### src/hdl/aisr_cfg.svh
// Offsets, field positions, reset values and decode figures of the input select block.
`ifndef AISR_CFG_SVH
`define AISR_CFG_SVH
`define AISR_IDX_CONVERTER_CONTROL_A 6'h00
`define AISR_IDX_CMD 6'h0A
`define AISR_IDX_AMP 6'h0B
`define AISR_IDX_POS 6'h0C
`define AISR_IDX_NEG 6'h0D
`define AISR_IDX_RES0 6'h10
`define AISR_IDX_RES1 6'h11
`define AISR_IDX_RES2 6'h12
`define AISR_IDX_RES3 6'h13
`define AISR_IDX_SMPL 6'h14
`define AISR_IDX_SMPH 6'h15
`define AISR_BIT_LOW_LATENCY_KEEPALIVE 5
`define AISR_GAIN_HI 7
`define AISR_GAIN_LO 5
`define AISR_BIAS_HI 4
`define AISR_BIAS_LO 3
`define AISR_SDUR_HI 2
`define AISR_SDUR_LO 1
`define AISR_BIT_AMPEN 0
`define AISR_ROUTE_HI 7
`define AISR_ROUTE_LO 6
`define AISR_START_HI 2
`define AISR_START_LO 0
`define AISR_RST_AMP 8'h04
`define AISR_RST_SEL 6'h00
`define AISR_RST_ROUTE 2'h0
`define AISR_RST_START 3'h0
`define AISR_RST_RES 32'h0000_0000
`define AISR_RST_SMP 16'h0000
`define AISR_START_ON_POS 3'h2
`define AISR_START_ON_NEG 3'h3
`define AISR_SDUR_CLK0 5'h06
`define AISR_SDUR_CLK1 5'h0F
`define AISR_SDUR_CLK2 5'h14
`define AISR_BIAS_PCT0 7'h64
`define AISR_BIAS_PCT1 7'h4B
`define AISR_BIAS_PCT2 7'h32
`define AISR_BIAS_PCT3 7'h19
`endif

### src/hdl/aisr_pkg.sv
// Types shared by the input select and result block.
package aisr_pkg;
	typedef enum logic [1:0] {
		AISR_ROUTE_DIRECT = 2'h0,
		AISR_ROUTE_AMP = 2'h1
	} aisr_route_t;
	typedef logic [5:0] aisr_sel_t;
	typedef logic [31:0] aisr_word_t;
	typedef logic [15:0] aisr_half_t;
endpackage

### src/hdl/aisr_top.sv
// Register side of the converter input select, amplifier setup and result capture.
//
// Design decision made here: the Wishbone slave port.
`timescale 1ns/1ps
`include "aisr_cfg.svh"
module aisr_top (
	input wire logic CLK_SYS,
	input wire logic RST,
	input wire logic WB_CYC_I,
	input wire logic WB_STB_I,
	input wire logic WB_WE_I,
	input wire logic [7:0] WB_ADR_I,
	input wire logic [3:0] WB_SEL_I,
	input wire aisr_pkg::aisr_word_t WB_DAT_I,
	output logic [31:0] WB_DAT_O,
	output logic WB_ACK_O,
	output logic WB_ERR_O,
	input wire aisr_pkg::aisr_word_t CONV_RESULT,
	input wire logic CONV_RESULT_VLD,
	input wire aisr_pkg::aisr_half_t CONV_SAMPLE,
	input wire logic CONV_SAMPLE_VLD,
	output aisr_pkg::aisr_sel_t POS_SEL,
	output aisr_pkg::aisr_sel_t NEG_SEL,
	output logic POS_SEL_LEGAL,
	output logic NEG_SEL_LEGAL,
	output logic [1:0] ROUTE_SEL,
	output logic ROUTE_LEGAL,
	output logic [4:0] AMP_GAIN_X,
	output logic [6:0] AMP_BIAS_PCT,
	output logic [4:0] AMP_SAMP_CLKS,
	output logic AMP_POWER,
	output logic CONV_START
);
	import aisr_pkg::*;

	logic [7:0] amp_r;
	aisr_sel_t pos_r;
	aisr_sel_t neg_r;
	logic [1:0] route_r;
	logic [2:0] start_r;
	logic low_latency_keepalive_r;
	aisr_word_t res_r;
	aisr_half_t smp_r;
	logic ack_r;
	logic err_r;
	logic [31:0] dat_r;
	logic start_out_r;
	aisr_sel_t pos_out_r;
	aisr_sel_t neg_out_r;
	logic pos_ok_r;
	logic neg_ok_r;
	logic [1:0] route_out_r;
	logic route_ok_r;
	logic [4:0] gain_out_r;
	logic [6:0] bias_out_r;
	logic [4:0] sdur_out_r;
	logic power_r;

	// Bus decode.
	wire [5:0] idx = WB_ADR_I[7:2];
	wire req = WB_CYC_I & WB_STB_I & ~ack_r & ~err_r;
	wire hit_converter_control_a = idx == `AISR_IDX_CONVERTER_CONTROL_A;
	wire hit_cmd = idx == `AISR_IDX_CMD;
	wire hit_amp = idx == `AISR_IDX_AMP;
	wire hit_pos = idx == `AISR_IDX_POS;
	wire hit_neg = idx == `AISR_IDX_NEG;
	wire hit_res = idx[5:2] == 4'(`AISR_IDX_RES0 >> 2);
	wire hit_smp = idx[5:1] == 5'(`AISR_IDX_SMPL >> 1);
	wire hit = hit_converter_control_a | hit_cmd | hit_amp | hit_pos | hit_neg | hit_res | hit_smp;
	wire wr_lane = req & WB_WE_I & WB_SEL_I[0] & hit;
	wire wr_converter_control_a = wr_lane & hit_converter_control_a;
	wire wr_cmd = wr_lane & hit_cmd;
	wire wr_amp = wr_lane & hit_amp;
	wire wr_pos = wr_lane & hit_pos;
	wire wr_neg = wr_lane & hit_neg;
	wire [7:0] wbyte = WB_DAT_I[7:0];

	wire [7:0] res_byte = res_r[{idx[1:0], 3'h0} +: 8];
	wire [7:0] smp_byte = idx[0] ? smp_r[15:8] : smp_r[7:0];
	wire [7:0] sel_byte_pos = {route_r, pos_r};
	wire [7:0] sel_byte_neg = {route_r, neg_r};
	wire [7:0] converter_control_a_byte = 8'(low_latency_keepalive_r) << `AISR_BIT_LOW_LATENCY_KEEPALIVE;
	wire [7:0] rd_byte = hit_converter_control_a ? converter_control_a_byte :
		hit_cmd ? {5'h00, start_r} :
		hit_amp ? amp_r :
		hit_pos ? sel_byte_pos :
		hit_neg ? sel_byte_neg :
		hit_res ? res_byte :
		hit_smp ? smp_byte : 8'h00;

	// Field decode.
	wire [2:0] gain_f = amp_r[`AISR_GAIN_HI:`AISR_GAIN_LO];
	wire [1:0] bias_f = amp_r[`AISR_BIAS_HI:`AISR_BIAS_LO];
	wire [1:0] sdur_f = amp_r[`AISR_SDUR_HI:`AISR_SDUR_LO];
	wire amp_en = amp_r[`AISR_BIT_AMPEN];
	wire [4:0] gain_nxt = (gain_f <= 3'h4) ? 5'(5'h01 << gain_f) : 5'h00;
	wire [6:0] bias_nxt = (bias_f == 2'h0) ? `AISR_BIAS_PCT0 :
		(bias_f == 2'h1) ? `AISR_BIAS_PCT1 :
		(bias_f == 2'h2) ? `AISR_BIAS_PCT2 : `AISR_BIAS_PCT3;
	wire [4:0] sdur_nxt = (sdur_f == 2'h0) ? `AISR_SDUR_CLK0 :
		(sdur_f == 2'h1) ? `AISR_SDUR_CLK1 :
		(sdur_f == 2'h2) ? `AISR_SDUR_CLK2 : 5'h00;
	wire route_ok_nxt = (route_r == AISR_ROUTE_DIRECT) | (route_r == AISR_ROUTE_AMP);
	wire power_nxt = amp_en & ((route_r == AISR_ROUTE_AMP) | low_latency_keepalive_r);
	wire pos_ok_nxt = (pos_r <= 6'h0F) | ((pos_r >= 6'h30) & (pos_r <= 6'h33));
	wire neg_ok_nxt = (neg_r <= 6'h07) | (neg_r == 6'h30) | (neg_r == 6'h31) | (neg_r == 6'h33);
	wire start_nxt = (wr_pos & (start_r == `AISR_START_ON_POS)) |
		(wr_neg & (start_r == `AISR_START_ON_NEG));

	// Bus answer: one wait state, unmapped addresses end in an error.
	always_ff @(posedge CLK_SYS or posedge RST) begin
		if (RST) begin
			ack_r <= 1'b0;
			err_r <= 1'b0;
			dat_r <= 32'h0000_0000;
		end else begin
			ack_r <= req & hit;
			err_r <= req & ~hit;
			dat_r <= (req & hit & ~WB_WE_I) ? {24'h00_0000, rd_byte} : 32'h0000_0000;
		end
	end

	// Reserved codes are kept as written so software reads back what it wrote.
	// Stored as written.
	always_ff @(posedge CLK_SYS or posedge RST) begin
		if (RST) begin
			amp_r <= `AISR_RST_AMP;
			pos_r <= `AISR_RST_SEL;
			neg_r <= `AISR_RST_SEL;
			start_r <= `AISR_RST_START;
			low_latency_keepalive_r <= 1'b0;
		end else begin
			if (wr_amp) begin
				amp_r <= wbyte;
			end
			if (wr_pos) begin
				pos_r <= wbyte[5:0];
			end
			if (wr_neg) begin
				neg_r <= wbyte[5:0];
			end
			if (wr_cmd) begin
				start_r <= wbyte[`AISR_START_HI:`AISR_START_LO];
			end
			if (wr_converter_control_a) begin
				low_latency_keepalive_r <= wbyte[`AISR_BIT_LOW_LATENCY_KEEPALIVE];
			end
		end
	end

	always_ff @(posedge CLK_SYS or posedge RST) begin
		if (RST) begin
			route_r <= `AISR_RST_ROUTE;
		end else if (wr_pos | wr_neg) begin
			route_r <= wbyte[`AISR_ROUTE_HI:`AISR_ROUTE_LO];
		end
	end

	always_ff @(posedge CLK_SYS or posedge RST) begin
		if (RST) begin
			res_r <= `AISR_RST_RES;
			smp_r <= `AISR_RST_SMP;
		end else begin
			if (CONV_RESULT_VLD) begin
				res_r <= CONV_RESULT;
			end
			if (CONV_SAMPLE_VLD) begin
				smp_r <= CONV_SAMPLE;
			end
		end
	end

	// Outputs are registered so the analog side never sees decode glitches.
	always_ff @(posedge CLK_SYS or posedge RST) begin
		if (RST) begin
			start_out_r <= 1'b0;
			pos_out_r <= `AISR_RST_SEL;
			neg_out_r <= `AISR_RST_SEL;
			pos_ok_r <= 1'b1;
			neg_ok_r <= 1'b1;
			route_out_r <= `AISR_RST_ROUTE;
			route_ok_r <= 1'b1;
			gain_out_r <= 5'h01;
			bias_out_r <= `AISR_BIAS_PCT0;
			sdur_out_r <= `AISR_SDUR_CLK2;
			power_r <= 1'b0;
		end else begin
			start_out_r <= start_nxt;
			pos_out_r <= pos_r;
			neg_out_r <= neg_r;
			pos_ok_r <= pos_ok_nxt;
			neg_ok_r <= neg_ok_nxt;
			route_out_r <= route_r;
			route_ok_r <= route_ok_nxt;
			gain_out_r <= gain_nxt;
			bias_out_r <= bias_nxt;
			sdur_out_r <= sdur_nxt;
			power_r <= power_nxt;
		end
	end

	assign WB_ACK_O = ack_r;
	assign WB_ERR_O = err_r;
	assign WB_DAT_O = dat_r;
	assign CONV_START = start_out_r;
	assign POS_SEL = pos_out_r;
	assign NEG_SEL = neg_out_r;
	assign POS_SEL_LEGAL = pos_ok_r;
	assign NEG_SEL_LEGAL = neg_ok_r;
	assign ROUTE_SEL = route_out_r;
	assign ROUTE_LEGAL = route_ok_r;
	assign AMP_GAIN_X = gain_out_r;
	assign AMP_BIAS_PCT = bias_out_r;
	assign AMP_SAMP_CLKS = sdur_out_r;
	assign AMP_POWER = power_r;
endmodule // aisr_top

### config.mk
export PLATFORM = sky130hd
export DESIGN_NAME = aisr_top
export DESIGN_NICKNAME = d
export VERILOG_FILES = /design/src/hdl/aisr_pkg.sv /design/src/hdl/aisr_top.sv
export VERILOG_INCLUDE_DIRS = /design/src /design/src/hdl
export SDC_FILE = /design/constraint.sdc
export NUM_CORES = 1
export LEC_CHECK = 0
export ABC_AREA = 1
export BUFFER_PORTS_ARGS = -buffer_cell sky130_fd_sc_hd__buf_2
export CAP_MARGIN = 40
export CELL_PAD_IN_SITES_DETAIL_PLACEMENT = 0
export CELL_PAD_IN_SITES_GLOBAL_PLACEMENT = 1
export CORE_MARGIN = 2
export CORE_UTILIZATION = 38
export DETAILED_ROUTE_END_ITERATION = 16
export GPL_ROUTABILITY_DRIVEN = 0
export PLACE_DENSITY_LB_ADDON = 0.25
export SLEW_MARGIN = 10
export SYNTH_ARGS = -nofsm -noshare
export SYNTH_HDL_FRONTEND = slang
export SYNTH_SLANG_ARGS = --single-unit
### constraint.sdc
create_clock -name CLK_SYS -period 5.85 [get_ports CLK_SYS]
set_clock_uncertainty 0.1 [all_clocks]
set_input_delay 0.2925 -clock CLK_SYS [delete_from_list [all_inputs] [get_ports CLK_SYS]]
set_output_delay 0.2925 -clock CLK_SYS [all_outputs]
set_load 0.01 [all_outputs]
==> out/metrics.sh <==
COUNT_OF_MAPPED_CELLS_OUT_OF_SYNTHESIS=560
DESIGN.PORTCOUNT=169
FINAL_NETS=816
DRT_PRE_ANTENNA_ITERS=4
CLK_ROOT_BUFFER_CELL='sky130_fd_sc_hd__clkbuf_16'
PLACE_HPWL_MICRONS=8880
AVGROUTEDWIREPERCELL_MICRONS=13.6
FINAL-HOLD-VIOLATION-COUNT=0
MAX-SLEW-MARGIN-REL_PCT=44.3
ANTENNA-DIODE-COUNT=0
GRT.TOTAL_USAGE_PCT=18.2
CRITICAL-PATH-SLOWEST-CELL='sky130_fd_sc_hd__nand3_1'
CLKSLEWWORSTSETUPHOLDPATHS_NS=0.05
CRITICAL_PATH_BUF_INV_COUNT=2
REG2REG_SETUP_SLACK_NS=4.04
CLOCK_INSERTION_DELAY_WORST_SKEW_NS=0.41
ROUTE.DETAILED.DRC=0
OVERFLOW=0
SEQCELLAREA_SQ_MM=0.00297
SYN_AREA_PER_CELL_SQ_UM=9.37
CRITPATHARRIVALTIME_NS=2.31
NETLIST-CELL-TYPE-COUNT=32
CRITPATHTOPFAMILY='simple AND/OR/NAND/NOR gates'
GRT_START_MAX_NET_PINS=65
POWER_DENSITY_mW_PER_MM2=292
ANTENNA_VIOLATIONS_BEFORE_REPAIR=0
MULTI_INPUT_COMB_AREA_SQ_MM=0.00181
MAX-CAP-VIOLATIONS=0
STATIC-LEAKAGE-POWER_nW=3.47
DIE_WIDTH_MICRONS=121
CORE_AREA_SQ_MM=0.0133
LAYOUT_OVERHEAD_ON_THE_SYNTHESIZED_AREA_PCT=29.0
BUFFERS_ON_PORTS=115
GRT_SETUP_UNREPAIRED='false'
CRITICAL_PATH.MAX_FANOUT=20
SETUP_TOTAL_NEGATIVE_SLACK_NS=0
YOSYS_REGISTER_BITS=118
STARTING_DENSITY_OF_THE_CORE_PCT=39.3
ROUTED_WIRELENGTH_MICRONS=12300
CRITPATHREQUIREDTIME_NS=6.04
CTS-BUFFERS-INSERTED=17
WARNINGS_SYNTHESIS=0
CRITPATHKIND='in2reg'
GRT_PASS1_WL_MICRONS=20000
WORST_MAX_SLEW_PIN_SLEW_NS=0.836
MAX_FREQ_GHz=0.472
MAX-CLOCK-PATH-BUFFERS=2
POST_SYNTH_INSTANCE_AREA_SQ_MM=0.00525
TRITONCTS='built'
ROUTED-VIA-COUNT=4017
HOLD_CLASS='in2reg'
FINALSETUPVIOLATIONS=0
DRIVE_GT1_SHARE_PCT=29.2
FILL_CELLS=1254
FP.DIEAREA_SQ_MM=0.0148
MOST-COMMON-LAYOUT-CELLS='sky130_fd_sc_hd__nand2_1 (129), sky130_fd_sc_hd__buf_2 (115), sky130_fd_sc_hd__dfrtp_1 (108), sky130_fd_sc_hd__inv_1 (69), sky130_fd_sc_hd__o21ai_0 (46)'
OUTCOME='finished, final reports clean'
CP-START-KIND='input port'
POWER.TOTAL_mW=1.97
ENDPOINT_KIND_OF_THE_WORST_SETUP_TIMING_PATH='flip-flop'
GRT_PASS1_VIAS=4038
SHARE_OF_THE_YOSYS_CHIP_AREA_BELONGING_TO_REGISTERS_PCT=56.5
CP_CELL_SEQUENCE='buf_2 -> nand2_2 -> inv_2 -> nand3_1 -> nand2_1 -> nor2_1 -> a21oi_4 -> nand2_2 -> nand2_1 -> o21ai_2'
VERT_DIE_DIM_MICRONS=121
CTS_SINKS=118
ANTENNA_LEFT=0
PERIOD_MINUS_SLACK_NS=2.12
MOSTFREQUENTLAYOUTCELL='sky130_fd_sc_hd__nand2_1'
VIA_PER_INST=4.45
IR_DROP_mV=0.141
ROWS=42
CTS_MAX_LEVEL=4
CRIT_PATH_MAX_INCR_DELAY_NS=0.35
DRT-INITIAL-DRC-COUNT=240
MAXSLEWVIOLCOUNT=0
TIMING.FINAL.CRIT_SHARE_PCT=36.2
-- worst register-to-register path, stage by stage, from the launching register on --
cell	delay (ns)
sky130_fd_sc_hd__dfrtp_1	0.37
sky130_fd_sc_hd__nor2_1	0.10
sky130_fd_sc_hd__nand3_1	0.10
sky130_fd_sc_hd__inv_1	0.11
sky130_fd_sc_hd__nand3_1	0.14
sky130_fd_sc_hd__a21oi_4	0.27
sky130_fd_sc_hd__nand2_2	0.28
sky130_fd_sc_hd__nand2_1	0.16
sky130_fd_sc_hd__o21ai_2	0.06
-- path summary, 6_finish.rpt --
check / startpoint / to / cells past startpoint
setup / recovery: WB_ADR_I[2] / amp_r[5] / 10
hold / removal: CONV_RESULT[28] / res_r[28] / 3
setup reg to reg: WB_ACK_O / amp_r[5] / 8
hold reg to reg: route_r[0] / ROUTE_SEL[0] / 0
max in group asynchronous: RST / POS_SEL_LEGAL / 5
min in group asynchronous: RST / WB_ACK_O / 3
-- cells in the mapped netlist, drive strengths merged --
master	instances	share of area [%]
conb	1	0.071
nor3	6	0.57
or2	2	0.24
dfrtp	108	52
clkbuf	9	0.64
dfstp	10	5.0
mux2	21	4.5
o21ai	64	7.3
o21a	1	0.14
nand2	136	10
inv	72	5.2
nand3	21	2.2
ha	4	0.95
nand4	9	1.1
nor2	46	3.6
clkinv	1	0.095
a211oi	1	0.14
buf	31	4.7
nor3b	1	0.14
o211ai	2	0.29
a21oi	13	1.5
a21boi	1	0.14
-- metal layers --
| metal | vias to the layer above | track usage [%] | wire (microns) |
|---|---|---|---|
| li1 | 2032 | - | - |
| met1 | 1855 | 24.5 | 5840 |
| met2 | 116 | 28.2 | 5620 |
| met3 | 14 | 4.98 | 658 |
| met4 | 0 | 6.61 | 176 |
| met5 | - | 0 | 0 |
-- where the power goes --
part / leakage, nW / switching, mW / total [mW] / internal [mW]
sequential: 1.49 / 0.0140 / 0.867 / 0.853
combinational: 1.73 / 0.0953 / 0.164 / 0.0684
clock: 0.249 / 0.352 / 0.943 / 0.591
total: 3.47 / 0.461 / 1.97 / 1.51
-- metrics by stage --
stage / util [%] / hold WS, ns / setup WS (ns) / instance area [sq um] / std cells
finish: 50.7 / 0.0140 / 3.73 / 6770 / 902
global route: 50.7 / 0.00699 / 3.48 / 6770 / 902
CTS: 50.7 / 0.0000818 / 3.68 / 6770 / 902
detailed placement: 44.1 / 0.282 / 3.23 / 5890 / 836
global placement: 43.9 / 0.277 / 3.28 / 5860 / 835
floorplan: - / 0.274 / 2.34 / 5330 / 583
-- cell type report --
cell class                 instances  area share [%]
multi-input combinational        352            26.8
clock buffer                      23            6.77
tap                              176            3.25
timing repair buffer             151            14.1
clock inverter                     9            1.22
sequential                       118            43.8
inverter                          73            4.11
-- state kept, by name, summed over array words and instances, names as in the netlist, 2 cells and up --
signal and count:
NEG_SEL 6, route_r 2, neg_r 6, POS_SEL 6, start_r 3, amp_r 8, pos_r 6, smp_r 16
ROUTE_SEL 2, WB_DAT_O 8, AMP_GAIN_X 5, res_r 32, AMP_BIAS_PCT 6, AMP_SAMP_CLKS 4
-- cell families after synthesis --
kind of cell               after synthesis  synth area share, %
AOI/OAI and AO/OA                       82                 9.49
adders and majority gates                4                0.954
buffers and inverters                  113                 10.6
DFF                                    118                 56.5
muxes                                   21                 4.51
other                                    1               0.0715
and+or+nand+nor                        221                 17.9
-- timing repair --
item,4_1_cts,5_1_grt
hold buffers,34,0
setup buffers,0,0
gates resized for setup,0,0
hold endpoints to repair,75,0
setup endpoints to repair,0,0
Note: power is estimated with default switching activity, not from simulation.
